**src/design/rfc_pkg.sv**
```systemverilog
// constants, types and register map of the rf configuration command handler
package rfc_pkg;
  // frame bytes
  localparam logic [7:0] CLASS_CMD = 8'hD4;
  localparam logic [7:0] CLASS_RSP = 8'hD5;
  localparam logic [7:0] CODE_CMD  = 8'h32;
  localparam logic [7:0] CODE_RSP  = 8'h33;
  // configuration items
  localparam logic [7:0] ITEM_FIELD  = 8'h01;
  localparam logic [7:0] ITEM_TIMING = 8'h02;
  localparam logic [7:0] ITEM_COMM   = 8'h04;
  localparam logic [7:0] ITEM_RETRY  = 8'h05;
  localparam logic [7:0] ITEM_ANA_A  = 8'h0A;
  localparam logic [7:0] ITEM_ANA_HI = 8'h0B;
  localparam logic [7:0] ITEM_ANA_B  = 8'h0C;
  localparam logic [7:0] ITEM_ANA_4  = 8'h0D;
  // whole frame lengths: header of three bytes plus payload
  localparam logic [4:0] LEN_HDR    = 5'h03;
  localparam logic [4:0] LEN_FIELD  = 5'h04;
  localparam logic [4:0] LEN_TIMING = 5'h06;
  localparam logic [4:0] LEN_COMM   = 5'h04;
  localparam logic [4:0] LEN_RETRY  = 5'h06;
  localparam logic [4:0] LEN_ANA_A  = 5'h0E;
  localparam logic [4:0] LEN_ANA_HI = 5'h0B;
  localparam logic [4:0] LEN_ANA_B  = 5'h06;
  localparam logic [4:0] LEN_ANA_4  = 5'h0C;
  localparam logic [4:0] BUF_DEPTH  = 5'h10;
  // setting limits and reset values
  localparam logic [7:0] TMO_MAX     = 8'h10;
  localparam logic [7:0] DEF_ACT_TMO = 8'h0B;
  localparam logic [7:0] DEF_EXC_TMO = 8'h0A;
  localparam logic [7:0] DEF_COMM    = 8'h00;
  localparam logic [7:0] DEF_ATR     = 8'hFF;
  localparam logic [7:0] DEF_PSL     = 8'h01;
  localparam logic [7:0] DEF_PAS     = 8'hFF;
  localparam logic [7:0] PASSIVE_ATR = 8'h02;
  localparam int         ANA_BYTES   = 11;
  localparam int         ANA_DEMOD_ON  = 4;
  localparam int         ANA_DEMOD_OFF = 6;
  localparam logic [87:0] ANA_DEF = 88'h87_62_26_6F_61_85_4D_11_3F_F4_5A;
  // timeout unit
  localparam int TICK_US     = 100;
  localparam int CLK_MHZ     = 10;
  localparam int TICK_CYCLES = TICK_US * CLK_MHZ;
  // register byte addresses
  localparam logic [7:0] A_CMD_DATA = 8'h00;
  localparam logic [7:0] A_CTRL     = 8'h04;
  localparam logic [7:0] A_STATUS   = 8'h08;
  localparam logic [7:0] A_RESP     = 8'h0C;
  localparam logic [7:0] A_IRQ_STAT = 8'h10;
  localparam logic [7:0] A_IRQ_MASK = 8'h14;
  localparam logic [7:0] A_FIELD    = 8'h18;
  localparam logic [7:0] A_TIMING   = 8'h1C;
  localparam logic [7:0] A_RETRY    = 8'h20;
  localparam logic [7:0] A_ANA0     = 8'h24;
  localparam logic [7:0] A_ANA1     = 8'h28;
  localparam logic [7:0] A_ANA2     = 8'h2C;
  // field positions
  localparam int CTRL_EXEC  = 0;
  localparam int CTRL_FLUSH = 1;
  localparam int IRQ_DONE   = 0;
  localparam int IRQ_ERR    = 1;
  localparam logic [1:0] RESP_OKAY   = 2'b00;
  localparam logic [1:0] RESP_SLVERR = 2'b10;

  typedef struct packed {
    logic [7:0] act;
    logic [7:0] exch;
  } rfc_timing_t;

  typedef struct packed {
    logic [7:0] comm;
    logic [7:0] atr;
    logic [7:0] psl;
    logic [7:0] pas;
  } rfc_retry_t;

  typedef enum logic [1:0] {
    ST_IDLE   = 2'b00,
    ST_DECODE = 2'b01,
    ST_REPLY  = 2'b11
  } rfc_state_t;
endpackage

```
**src/design/rfc_top.sv**
```systemverilog
// rf configuration command handler with axi4-lite register access
// Function
// - frame D4 32, item byte, item payload
// - item 01: bit0 field, bit1 collision avoid
// - no avoidance: field on regardless external
// - item 02: reserved, activation, exchange timeouts
// - no activation answer in timeout: mute
// - exchange timeout expiry abandons reception
// - code 0 none, else 100us times 2^(n-1)
// - item 04: comm retry limit, default 00
// - item 05: activation, selection, passive retries
// - active activation retries, default FF
// - passive mode always uses two retries
// - parameter selection retries, default 01
// - passive listing retries, default FF
// - item 0A: eleven analog bytes in order
// - analog defaults 5A F4 ... 87
// - demod setting follows own field state
// - timing byte above 10: syntax error
// - bad item or length: syntax error
//
// The address map and the AXI4-Lite slave port were chosen for this implementation.
`timescale 1ns/10ps
module rfc_top #(
  parameter int TICK_CYCLES_P = rfc_pkg::TICK_CYCLES
) (
  // clock and reset
  input  wire logic               clk_in,
  input  wire logic               resetn_in,
  // axi4-lite slave
  input  wire logic [7:0]         s_axi_awaddr_in,
  input  wire logic               s_axi_awvalid_in,
  output logic                    s_axi_awready_out,
  input  wire logic [31:0]        s_axi_wdata_in,
  input  wire logic [3:0]         s_axi_wstrb_in,
  input  wire logic               s_axi_wvalid_in,
  output logic                    s_axi_wready_out,
  output logic [1:0]              s_axi_bresp_out,
  output logic                    s_axi_bvalid_out,
  input  wire logic               s_axi_bready_in,
  input  wire logic [7:0]         s_axi_araddr_in,
  input  wire logic               s_axi_arvalid_in,
  output logic                    s_axi_arready_out,
  output logic [31:0]             s_axi_rdata_out,
  output logic [1:0]              s_axi_rresp_out,
  output logic                    s_axi_rvalid_out,
  input  wire logic               s_axi_rready_in,
  // radio side
  input  wire logic               ext_field_in,
  input  wire logic               passive_mode_in,
  input  wire logic               act_start_in,
  input  wire logic               act_answer_in,
  input  wire logic               exch_start_in,
  input  wire logic               exch_answer_in,
  output logic                    field_switch_out,
  output logic                    auto_collision_avoid_out,
  output logic [7:0]              demod_setting_out,
  output logic [87:0]             analog_cfg_out,
  output rfc_pkg::rfc_retry_t     retry_out,
  output logic                    act_mute_out,
  output logic                    exch_giveup_out,
  output logic                    irq_out
);
  logic [1:0] rst_sync_q;
  logic       rst_n;
  rfc_pkg::rfc_state_t st_q;
  logic [7:0]  buf_q [16];
  logic [4:0]  cnt_q;
  logic        ovf_q;
  logic [7:0]  item;
  logic        err_c;
  logic        err_q;
  logic [15:0] rsp_q;
  logic [1:0]  irq_stat_q;
  logic [1:0]  irq_mask_q;
  logic        field_req_q;
  logic [87:0] ana_q;
  rfc_pkg::rfc_timing_t tmo_q;
  rfc_pkg::rfc_retry_t  rty_q;
  logic [25:0] act_cnt_q;
  logic        act_run_q;
  logic [25:0] exc_cnt_q;
  logic        exc_run_q;
  logic        aw_got_q;
  logic        w_got_q;
  logic [7:0]  awaddr_q;
  logic [31:0] wdata_q;
  logic        wr_go;
  logic [31:0] rd_c;
  logic        rd_ok;
  logic        wr_ok;
  logic        ok_dec;
  // timeout code to cycles; callers guard code zero
  function automatic logic [25:0] tmo_cycles(input logic [7:0] code);
    tmo_cycles = 26'(TICK_CYCLES_P) << (code - 8'h01);
  endfunction
  // register map check, shared by read and write paths
  function automatic logic addr_mapped(input logic [7:0] a);
    addr_mapped = (a[1:0] == 2'b00) && (a <= rfc_pkg::A_ANA2);
  endfunction
  // reset release through two flops; assertion stays asynchronous
  always_ff @(posedge clk_in or negedge resetn_in) begin
    if (!resetn_in) rst_sync_q <= 2'b00;
    else            rst_sync_q <= {rst_sync_q[0], 1'b1};
  end
  assign rst_n = rst_sync_q[1];
  // write channel: address and data taken in either order
  assign wr_go = aw_got_q && w_got_q && !s_axi_bvalid_out;
  assign wr_ok = addr_mapped(awaddr_q);
  always_ff @(posedge clk_in or negedge rst_n) begin
    if (!rst_n) begin
      aw_got_q          <= 1'b0;
      w_got_q           <= 1'b0;
      awaddr_q          <= 8'h00;
      wdata_q           <= 32'h0000_0000;
      s_axi_awready_out <= 1'b0;
      s_axi_wready_out  <= 1'b0;
      s_axi_bvalid_out  <= 1'b0;
      s_axi_bresp_out   <= rfc_pkg::RESP_OKAY;
    end else begin
      if (s_axi_awvalid_in && s_axi_awready_out) begin
        aw_got_q          <= 1'b1;
        awaddr_q          <= s_axi_awaddr_in;
        s_axi_awready_out <= 1'b0;
      end else if (!aw_got_q && !s_axi_bvalid_out) begin
        s_axi_awready_out <= 1'b1;
      end
      if (s_axi_wvalid_in && s_axi_wready_out) begin
        w_got_q          <= 1'b1;
        wdata_q          <= s_axi_wstrb_in[0] ? s_axi_wdata_in : 32'h0000_0000;
        s_axi_wready_out <= 1'b0;
      end else if (!w_got_q && !s_axi_bvalid_out) begin
        s_axi_wready_out <= 1'b1;
      end
      if (wr_go) begin
        aw_got_q         <= 1'b0;
        w_got_q          <= 1'b0;
        s_axi_bvalid_out <= 1'b1;
        s_axi_bresp_out  <= wr_ok ? rfc_pkg::RESP_OKAY : rfc_pkg::RESP_SLVERR;
      end else if (s_axi_bvalid_out && s_axi_bready_in) begin
        s_axi_bvalid_out <= 1'b0;
      end
    end
  end
  // read data mux; reserved bits read zero
  assign rd_ok = addr_mapped(s_axi_araddr_in);
  always_comb begin
    rd_c = 32'h0000_0000;
    case (s_axi_araddr_in)
      rfc_pkg::A_STATUS:   rd_c = {22'h0, err_q, ovf_q, st_q, 1'b0, cnt_q};
      rfc_pkg::A_RESP:     rd_c = {16'h0, rsp_q};
      rfc_pkg::A_IRQ_STAT: rd_c = {30'h0, irq_stat_q};
      rfc_pkg::A_IRQ_MASK: rd_c = {30'h0, irq_mask_q};
      rfc_pkg::A_FIELD:    rd_c = {29'h0, field_switch_out, auto_collision_avoid_out, field_req_q};
      rfc_pkg::A_TIMING:   rd_c = {16'h0, tmo_q};
      rfc_pkg::A_RETRY:    rd_c = rty_q;
      rfc_pkg::A_ANA0:     rd_c = ana_q[31:0];
      rfc_pkg::A_ANA1:     rd_c = ana_q[63:32];
      rfc_pkg::A_ANA2:     rd_c = {8'h00, ana_q[87:64]};
      default:             rd_c = 32'h0000_0000;
    endcase
  end
  // read channel: answer one cycle after the address is taken
  always_ff @(posedge clk_in or negedge rst_n) begin
    if (!rst_n) begin
      s_axi_arready_out <= 1'b0;
      s_axi_rvalid_out  <= 1'b0;
      s_axi_rdata_out   <= 32'h0000_0000;
      s_axi_rresp_out   <= rfc_pkg::RESP_OKAY;
    end else if (s_axi_arvalid_in && s_axi_arready_out) begin
      s_axi_arready_out <= 1'b0;
      s_axi_rvalid_out  <= 1'b1;
      s_axi_rdata_out   <= rd_ok ? rd_c : 32'h0000_0000;
      s_axi_rresp_out   <= rd_ok ? rfc_pkg::RESP_OKAY : rfc_pkg::RESP_SLVERR;
    end else if (s_axi_rvalid_out && s_axi_rready_in) begin
      s_axi_rvalid_out <= 1'b0;
    end else if (!s_axi_rvalid_out) begin
      s_axi_arready_out <= 1'b1;
    end
  end
  // frame buffer: bytes pushed one per write while idle
  always_ff @(posedge clk_in or negedge rst_n) begin
    if (!rst_n) begin
      cnt_q <= 5'h00;
      ovf_q <= 1'b0;
      for (int i = 0; i < 16; i++) buf_q[i] <= 8'h00;
    end else if (st_q == rfc_pkg::ST_REPLY) begin
      cnt_q <= 5'h00;
      ovf_q <= 1'b0;
    end else if (wr_go && st_q == rfc_pkg::ST_IDLE) begin
      if (awaddr_q == rfc_pkg::A_CTRL && wdata_q[rfc_pkg::CTRL_FLUSH]) begin
        cnt_q <= 5'h00;
        ovf_q <= 1'b0;
      end else if (awaddr_q == rfc_pkg::A_CMD_DATA) begin
        if (cnt_q == rfc_pkg::BUF_DEPTH) begin
          ovf_q <= 1'b1; // too long frames end as a length error
        end else begin
          buf_q[cnt_q[3:0]] <= wdata_q[7:0];
          cnt_q             <= cnt_q + 5'h01;
        end
      end
    end
  end
  // command check: header, item and length
  assign item = buf_q[2];
  always_comb begin
    err_c = (cnt_q < rfc_pkg::LEN_HDR) || ovf_q || (buf_q[0] != rfc_pkg::CLASS_CMD) ||
            (buf_q[1] != rfc_pkg::CODE_CMD);
    case (item)
      rfc_pkg::ITEM_FIELD:  err_c = err_c || cnt_q != rfc_pkg::LEN_FIELD;
      rfc_pkg::ITEM_TIMING: err_c = err_c || cnt_q != rfc_pkg::LEN_TIMING ||
                                    buf_q[4] > rfc_pkg::TMO_MAX || buf_q[5] > rfc_pkg::TMO_MAX;
      rfc_pkg::ITEM_COMM:   err_c = err_c || cnt_q != rfc_pkg::LEN_COMM;
      rfc_pkg::ITEM_RETRY:  err_c = err_c || cnt_q != rfc_pkg::LEN_RETRY;
      rfc_pkg::ITEM_ANA_A:  err_c = err_c || cnt_q != rfc_pkg::LEN_ANA_A;
      rfc_pkg::ITEM_ANA_HI: err_c = err_c || cnt_q != rfc_pkg::LEN_ANA_HI;
      rfc_pkg::ITEM_ANA_B:  err_c = err_c || cnt_q != rfc_pkg::LEN_ANA_B;
      rfc_pkg::ITEM_ANA_4:  err_c = err_c || cnt_q != rfc_pkg::LEN_ANA_4;
      default:              err_c = 1'b1;
    endcase
  end
  assign ok_dec = (st_q == rfc_pkg::ST_DECODE) && !err_c;
  // command sequencer
  always_ff @(posedge clk_in or negedge rst_n) begin
    if (!rst_n) begin
      st_q  <= rfc_pkg::ST_IDLE;
      err_q <= 1'b0;
      rsp_q <= 16'h0000;
    end else begin
      case (st_q)
        rfc_pkg::ST_IDLE: begin
          if (wr_go && awaddr_q == rfc_pkg::A_CTRL && wdata_q[rfc_pkg::CTRL_EXEC] &&
              !wdata_q[rfc_pkg::CTRL_FLUSH]) begin
            st_q <= rfc_pkg::ST_DECODE;
            rsp_q <= 16'h0000;
          end
        end
        rfc_pkg::ST_DECODE: begin
          err_q <= err_c;
          rsp_q <= err_c ? 16'h0000 : {rfc_pkg::CODE_RSP, rfc_pkg::CLASS_RSP};
          st_q  <= rfc_pkg::ST_REPLY;
        end
        rfc_pkg::ST_REPLY: st_q <= rfc_pkg::ST_IDLE;
        default:           st_q <= rfc_pkg::ST_IDLE;
      endcase
    end
  end
  // sticky interrupt causes; a new event beats a same-cycle clear
  always_ff @(posedge clk_in or negedge rst_n) begin
    if (!rst_n) begin
      irq_stat_q <= 2'b00;
      irq_mask_q <= 2'b00;
      irq_out    <= 1'b0;
    end else begin
      irq_stat_q <= (irq_stat_q & ~((wr_go && awaddr_q == rfc_pkg::A_IRQ_STAT) ? wdata_q[1:0] : 2'b00)) |
                    {st_q == rfc_pkg::ST_DECODE && err_c, ok_dec};
      if (wr_go && awaddr_q == rfc_pkg::A_IRQ_MASK) irq_mask_q <= wdata_q[1:0];
      irq_out <= |(irq_stat_q & irq_mask_q);
    end
  end

  // field control; without avoidance the external field is not consulted
  always_ff @(posedge clk_in or negedge rst_n) begin
    if (!rst_n) begin
      field_req_q              <= 1'b0;
      auto_collision_avoid_out <= 1'b0;
      field_switch_out         <= 1'b0;
    end else begin
      if (ok_dec && item == rfc_pkg::ITEM_FIELD) begin
        field_req_q              <= buf_q[3][0];
        auto_collision_avoid_out <= buf_q[3][1];
      end
      field_switch_out <= field_req_q && (!auto_collision_avoid_out || !ext_field_in);
    end
  end

  // timing and retry settings
  always_ff @(posedge clk_in or negedge rst_n) begin
    if (!rst_n) begin
      tmo_q <= '{act: rfc_pkg::DEF_ACT_TMO, exch: rfc_pkg::DEF_EXC_TMO};
      rty_q <= '{comm: rfc_pkg::DEF_COMM, atr: rfc_pkg::DEF_ATR,
                 psl: rfc_pkg::DEF_PSL, pas: rfc_pkg::DEF_PAS};
    end else if (ok_dec) begin
      if (item == rfc_pkg::ITEM_TIMING) tmo_q <= '{act: buf_q[4], exch: buf_q[5]};
      if (item == rfc_pkg::ITEM_COMM) rty_q.comm <= buf_q[3];
      if (item == rfc_pkg::ITEM_RETRY) begin
        rty_q.atr <= buf_q[3];
        rty_q.psl <= buf_q[4];
        rty_q.pas <= buf_q[5];
      end
    end
  end

  // retry limits to the protocol engine; passive mode overrides activation
  always_ff @(posedge clk_in or negedge rst_n) begin
    if (!rst_n) begin
      retry_out <= '{comm: rfc_pkg::DEF_COMM, atr: rfc_pkg::DEF_ATR,
                     psl: rfc_pkg::DEF_PSL, pas: rfc_pkg::DEF_PAS};
    end else begin
      retry_out     <= rty_q;
      retry_out.atr <= passive_mode_in ? rfc_pkg::PASSIVE_ATR : rty_q.atr;
    end
  end

  // analog presets, byte one in the low lane
  always_ff @(posedge clk_in or negedge rst_n) begin
    if (!rst_n) begin
      ana_q <= rfc_pkg::ANA_DEF;
    end else if (ok_dec && item == rfc_pkg::ITEM_ANA_A) begin
      for (int i = 0; i < rfc_pkg::ANA_BYTES; i++) ana_q[i*8 +: 8] <= buf_q[i+3];
    end
  end

  // analog outputs; demod copy tracks the live field state
  always_ff @(posedge clk_in or negedge rst_n) begin
    if (!rst_n) begin
      analog_cfg_out    <= rfc_pkg::ANA_DEF;
      demod_setting_out <= 8'h00;
    end else begin
      analog_cfg_out    <= ana_q;
      demod_setting_out <= field_switch_out ? ana_q[rfc_pkg::ANA_DEMOD_ON*8 +: 8]
                                            : ana_q[rfc_pkg::ANA_DEMOD_OFF*8 +: 8];
    end
  end

  // activation answer watchdog; code zero never expires
  always_ff @(posedge clk_in or negedge rst_n) begin
    if (!rst_n) begin
      act_run_q    <= 1'b0;
      act_cnt_q    <= 26'h0;
      act_mute_out <= 1'b0;
    end else begin
      act_mute_out <= 1'b0;
      if (act_start_in) begin
        act_run_q <= tmo_q.act != 8'h00;
        act_cnt_q <= tmo_cycles(tmo_q.act);
      end else if (act_run_q) begin
        if (act_answer_in) begin
          act_run_q <= 1'b0;
        end else if (act_cnt_q == 26'h1) begin
          act_run_q    <= 1'b0;
          act_mute_out <= 1'b1;
        end else begin
          act_cnt_q <= act_cnt_q - 26'h1;
        end
      end
    end
  end

  // exchange answer watchdog, same shape as activation
  always_ff @(posedge clk_in or negedge rst_n) begin
    if (!rst_n) begin
      exc_run_q       <= 1'b0;
      exc_cnt_q       <= 26'h0;
      exch_giveup_out <= 1'b0;
    end else begin
      exch_giveup_out <= 1'b0;
      if (exch_start_in) begin
        exc_run_q <= tmo_q.exch != 8'h00;
        exc_cnt_q <= tmo_cycles(tmo_q.exch);
      end else if (exc_run_q) begin
        if (exch_answer_in) begin
          exc_run_q <= 1'b0;
        end else if (exc_cnt_q == 26'h1) begin
          exc_run_q       <= 1'b0;
          exch_giveup_out <= 1'b1;
        end else begin
          exc_cnt_q <= exc_cnt_q - 26'h1;
        end
      end
    end
  end

  // checks
  AST_RSP_CODE: assert property (@(posedge clk_in) disable iff (!rst_n)
    ok_dec |=> rsp_q == 16'h33D5 && st_q == rfc_pkg::ST_REPLY) else $error("bad response bytes");
  AST_FIELD_NOCA: assert property (@(posedge clk_in) disable iff (!rst_n)
    (field_req_q && !auto_collision_avoid_out) |=> field_switch_out) else $error("field not on");
  AST_FIELD_APPLY: assert property (@(posedge clk_in) disable iff (!rst_n)
    (ok_dec && item == 8'h01) |=> field_req_q == $past(buf_q[3][0])) else $error("field bit lost");
  AST_TMO_RANGE: assert property (@(posedge clk_in) disable iff (!rst_n)
    (st_q == rfc_pkg::ST_DECODE && item == 8'h02 && buf_q[5] > 8'h10) |=> err_q && irq_stat_q[1])
    else $error("timing range not refused");
  AST_BAD_ITEM: assert property (@(posedge clk_in) disable iff (!rst_n)
    (st_q == rfc_pkg::ST_DECODE && item inside {8'h00, 8'h03, 8'h06, 8'h0E}) |=> err_q && rsp_q == 16'h0)
    else $error("bad item accepted");
  AST_ATR_PASSIVE: assert property (@(posedge clk_in) disable iff (!rst_n)
    passive_mode_in |=> retry_out.atr == 8'h02) else $error("passive retries wrong");
  AST_DEMOD: assert property (@(posedge clk_in) disable iff (!rst_n)
    rst_n |=> demod_setting_out == ($past(field_switch_out) ? $past(ana_q[39:32]) : $past(ana_q[55:48])))
    else $error("demod setting mismatch");
  AST_TMO_ZERO: assert property (@(posedge clk_in) disable iff (!rst_n)
    (exch_start_in && tmo_q.exch == 8'h00) |=> !exc_run_q [*3]) else $error("zero code timed");
  AST_ANA_LOAD: assert property (@(posedge clk_in) disable iff (!rst_n)
    (ok_dec && item == 8'h0A) |=> ana_q[7:0] == $past(buf_q[3]) && ana_q[87:80] == $past(buf_q[13]))
    else $error("analog bytes misplaced");
endmodule // rfc_top

```
**config.mk**
```make
export PLATFORM = sky130hd
export DESIGN_NAME = rfc_top
export DESIGN_NICKNAME = d
export VERILOG_FILES = /design/src/design/rfc_pkg.sv /design/src/design/rfc_top.sv
export SDC_FILE = /design/constraint.sdc
export NUM_CORES = 1
export LEC_CHECK = 0
export BUFFER_PORTS_ARGS = -buffer_cell sky130_fd_sc_hd__buf_2
export CORE_ASPECT_RATIO = 0.6
export CORE_MARGIN = 2
export CORE_UTILIZATION = 53
export DETAILED_ROUTE_END_ITERATION = 10
export PLACE_DENSITY_LB_ADDON = 0.08
export SLEW_MARGIN = 15
export SYNTH_ARGS = -nofsm -noshare
export SYNTH_HDL_FRONTEND = slang
export SYNTH_SLANG_ARGS = --single-unit
```
**constraint.sdc**
```tcl
create_clock -name clk_in -period 15.1 [get_ports clk_in]
set_clock_uncertainty 0.15 [all_clocks]
set_input_delay 2.265 -clock clk_in [delete_from_list [all_inputs] [get_ports clk_in]]
set_output_delay 2.265 -clock clk_in [all_outputs]
set_load 0.1 [all_outputs]
```
# --- Yosys cells after proc, flatten, opt, wreduce, memory -nomap -nowiden ---
# Index checks and enable logic that the tools add are counted.
word_totals:
  register_bits: 542
  in_bits: 65
  output_inout_bits: 174
  elab_cells: 261
classes:
  addsub: 5
  order_cmp: 7
  eq_ne: 41
  n_shift: 2
  n_mux: 66
  bitwise: 8
  n_reduce_logical: 73
ops:
  columns: ["cell", "count"]
  rows:
  - ["$pmux 32 s10", 1]
  - ["$mux 26", 8]
  - ["$bwmux 128", 1]
  - ["$eq 26x1->1 const B", 2]
  - ["$shl 10x8->26 const A", 2]
  - ["$sub 26x1->26 const B", 2]
  - ["$eq 8x4->1 const B", 6]
  - ["$eq 8x5->1 const B", 6]
  - ["$mux 1", 36]
  - ["$demux 8 s4", 1]
  - ["$eq 8x6->1 const B", 4]
  - ["$mux 32", 1]
  - ["$mux 8", 4]
  - ["$pmux 16 s2", 1]
  - ["$mux 5", 5]
  - ["$eq 8x3->1 const B", 3]
  - ["$logic_and 1x1->1", 24]
  - ["$reduce_bool 2->1", 10]
  - ["$gt 8x5->1 const B", 2]
  - ["$le 8x6->1 const B", 2]
  - ["$mux 16", 1]
  - ["$reduce_bool 8->1", 2]
  - ["$sub 8x1->8 const B", 2]
  - ["$ne 5x4->1 const B", 3]
  - ["other kinds (33)", 73]

# --- Depth between registers and ports, before layout ---
logic_depth:
  ltp_word: 11
  depth_mapped: 10
  mapped_depth_nobuf: 8

# --- Worst setup path after synthesis ---
# Ideal clock, no wire load.
synth_path:
  path_type: "input port to flip-flop"
  from: "input s_axi_araddr_in[4]"
  to: "register s_axi_rdata_out[24]"
  setup_ns: 0.083
  t_arrival_ns: 4.018
  setup_slack_ns: 10.850
  cell_stages: 7
  path_buffers: 2
  cell_sequence: "nor4b_1 nand2_1 nor3b_1 clkbuf_1 buf_1 a222oi_1 o21ai_0"
synth_via:
  elab_chain_cells: 3
  word_cells_on_any_way: 14
synth_lines:
  columns: ["element", "line_no", "source"]
  rows:
  - ["from (decl)", "rfc_top.sv:41", "input wire logic [7:0] s_axi_araddr_in,"]
  - ["$le 8x6->1 (tied with other cells)", "rfc_top.sv:99", "addr_mapped = (a[1:0] == 2'b00) && (a <= rfc_pkg::A_ANA2);"]
  - ["$logic_and 1x1->1 / $pmux 32 s10 (equally long branches)", "rfc_top.sv:99, rfc_top.sv:149", null]
  - ["$mux 32 (*)", "rfc_top.sv:173", "s_axi_rdata_out <= rd_ok ? rd_c : 32'h0000_0000;"]
  - ["to (signal assigned)", "rfc_top.sv:173", null]
  - ["to (decl)", "rfc_top.sv:44", "output logic [31:0] s_axi_rdata_out,"]
# Every way passes the cells marked *; elsewhere a longest branch is shown, timed or not.
# A chain may end at the register's enable or synchronous reset.

# --- Worst setup path after layout ---
layout_path:
  from: "input s_axi_araddr_in[3]"
  to: "register s_axi_rdata_out[20]"
# The elaborated chain is that of the path after synthesis.

==> run summary <==
Worst-case reg-to-reg path depth -> 8
Drt first pass iters -> 8
Async set-reset flop share out of synthesis -> 1.00
Clk root buf -> clkbuf_16
GR peak layer -> met1
Storage cell area -> 0.0129 mm²
Die area -> 0.0431 mm²
HPWL Detailed -> 45600 µm
Worst reg2reg endpoint -> exc_cnt_q[6]
CP Launch Type -> primary input
Mean Syn Cell Area -> 12.3 µm²
Slew HR -> 0.205
Status -> finished, final reports clean
Post-Route Setup TNS -> 0 ns
Synth Cell Area -> 0.0219 mm²
GPL Wtd Cong -> 0.965
Worst-case hold slack -> 0.197 ns
Drc violations -> 0
Synth warn -> 0
CTS buffer count -> 47
CTS resizes -> 0
Area of the multi-input gates -> 0.00851 mm²
Crit path capture type -> flip-flop
Max VDD drop -> 0.0832 mV
Gr ovfl total -> 0
Final worst path period share -> 0.330
Fin crit period -> 4.98 ns
Crit path DAT -> 5.35 ns
Filler Cell Count -> 3251
CTS tree -> done
Post-CTS setup buffers -> 0
Max stage delay on crit path -> 1.00 ns
Placed inst area -> 0.0234 mm²
Post-synth top area cell -> dfrtp_1
Leading cell types in the layout, fill and taps excluded -> 383 x dfrtp_1, 249 x mux2_2, 209 x buf_2, 125 x dfstp_2, 123 x nand2_1
Psw -> 0.931 mW
R2r setup slk -> 10.82 ns
Buffers on Ports -> 209
Global-route wire length before repair -> 97200 µm
Std cell rows -> 57
DRT antenna net count -> 0
Initial Util -> 0.539
Die Y -> 162 µm
Met1 Resource Use GR -> 0.481
Clock-pin slew on the worst setup and hold paths -> 0.06 ns
Sequential Power Share -> 0.484
EDFF count, synth -> 0
Switch share -> 0.294
WL/cell -> 25.4 µm
Vias/cell -> 6.30
Most common cell after layout, fill and taps aside -> dfrtp_1
Total number of vias -> 16000
Post-synth top area share -> 0.438
Met2 usage -> 0.393
Sequential share of the synthesized area -> 0.588
PD cells -> 127 mW/mm²
Seq cells post-synth -> 509
Gate count of the mapped netlist -> 1786
Total track usage -> 0.302
RSZ-0062 raised after global routing -> false
Area delta synth->final -> 14.1%
MaxCap Viol Count -> 0
Initial antenna violation count -> 2
Area contributors post-synth -> dfrtp_1 44%, dfstp_2 15%, mux2_2 13%
Die Wd -> 267 µm
Clock Latency Late Sink -> 0.58 ns
Vias in the first global route -> 15200
Htree depth -> 2
Pwr Total -> 3.17 mW
Post-layout util -> 0.616
Primary FF master, synth -> dfrtp_1
Clk buf depth -> 3
Combinational Power Share -> 0.119
Number of library cell types mapped by synthesis -> 97
Iteration-0 DRC Markers -> 1750
Post-Route WL -> 64500 µm
Fmax -> 201 MHz
Clock sink total -> 509
Share of layout cells above drive strength 1 -> 0.365
Nets@finish -> 2042
Final Hold Viols -> 0
Final Max Tran Viols -> 0
Cts hold-fix bufs -> 0
Clock share of power -> 0.397
Crit-path cells -> buf_2, nor4bb_1, and2_0, a222oi_1, a21oi_1, a21o_1
Finished Cell Area -> 0.0250 mm²
Worst Tran Pin Value -> 1.19 ns
CP Max Fanout -> 16
Critical path class -> primary input to flip-flop
CP required -> 15.47 ns
# setup viols final -> 0
Largest net degree at the start of global routing -> 171
Slowest stage cell, crit path -> and2_0
Hold Path Class -> flip-flop to asynchronous set/reset pin
Leakage -> 11.8 nW
IO Pins -> 239
Internal power -> 2.24 mW
Core Footprint -> 0.0407 mm²
Reg2reg start -> tmo_q[0]
Met3 GRT Util -> 0.102
## metal layers
layer	vias to the layer above	part of all wire	wire, µm
met5	-	0	0
met4	0	0.019	1250
met3	94	0.11	6940
met2	712	0.40	25600
met1	8229	0.48	30700
li1	6965	-	-
## through the flow
| stage | worst slack, ns | instances |
|---|---|---|
| global route | 9.97 | 2535 |
| detailed placement | 9.60 | 2446 |
| global placement | 9.65 | 2446 |
| finish | 10.12 | 2539 |
| CTS | 10.20 | 2534 |
| floorplan | 6.78 | 1787 |
## worst max-delay path, delay by kind of cell
kind	cells	cell delay [ns]
AO/OA/AOI/OAI	3	0.92
buffers and inverters	1	0.35
AND/OR/NAND/NOR	2	1.80
## synthesized netlist by cell type, drive strengths merged (23+ instances only)
| library cell | n |
|---|---|
| a21oi | 56 |
| a222oi | 23 |
| a31oi | 25 |
| buf | 31 |
| clkbuf | 67 |
| dfrtp | 384 |
| dfstp | 125 |
| inv | 31 |
| mux2 | 249 |
| nand2 | 123 |
| nand3 | 42 |
| nor2 | 108 |
| nor2b | 23 |
| nor3 | 34 |
| nor4 | 23 |
| o21ai | 73 |
## kinds of logic (layout without fill, tap and decap cells)
logic type	count (synthesis)	after routing	share of synthesized area
AO/OA/AOI/OAI	362	362	0.120
AND/OR/NAND/NOR	487	487	0.116
other	2	7	0.000342
XOR/XNOR	23	23	0.00919
multiplexers	260	260	0.134
flip-flops	509	509	0.588
adder cells (fa/ha/maj)	12	12	0.00685
buffers and inverters	131	348	0.0253
## layout make-up
type,instances,share of cell area
flip-flops and latches,509,0.515
multi-input cells,1147,0.340
clock buffers,63,0.0522
repair buffers,227,0.0477
well taps,531,0.0265
clock inverters,25,0.0130
inverters,33,0.00495
diodes,4,0.000400
## state kept, by name, indices dropped and copies added (netlist names), 16 cells and up
name and flops:
s_axi_rdata_out 32, exc_cnt_q 26, tmo_q 16, rty_q 32
act_cnt_q 26, retry_out 32, buf_q 104, analog_cfg_out 88
ana_q 88
## power by group through the flow
stage / Sequential [mW] / Combinational (mW) / Clock (mW)
6_report: 1.53 / 0.377 / 1.26
5_1_grt: 1.54 / 0.411 / 1.33
4_1_cts: 1.53 / 0.374 / 1.28
3_5_place_dp: 1.55 / 0.372 / 0
3_3_place_gp: 1.55 / 0.366 / 0
2_1_floorplan: 1.56 / 0.226 / 0
## worst max path at each step
stage	from	endpoint	slack (ns)	cells after the start
floorplan	rst_sync_q[1]	act_cnt_q[0]	6.78	0
global placement	s_axi_araddr_in[3]	s_axi_rdata_out[21]	9.65	6
detailed placement	s_axi_araddr_in[3]	s_axi_rdata_out[21]	9.60	6
CTS	s_axi_araddr_in[3]	s_axi_rdata_out[21]	10.20	6
global route	s_axi_araddr_in[3]	s_axi_rdata_out[22]	9.97	6
finish	s_axi_araddr_in[3]	s_axi_rdata_out[20]	10.12	6
Power figures use the tool's default switching activity.
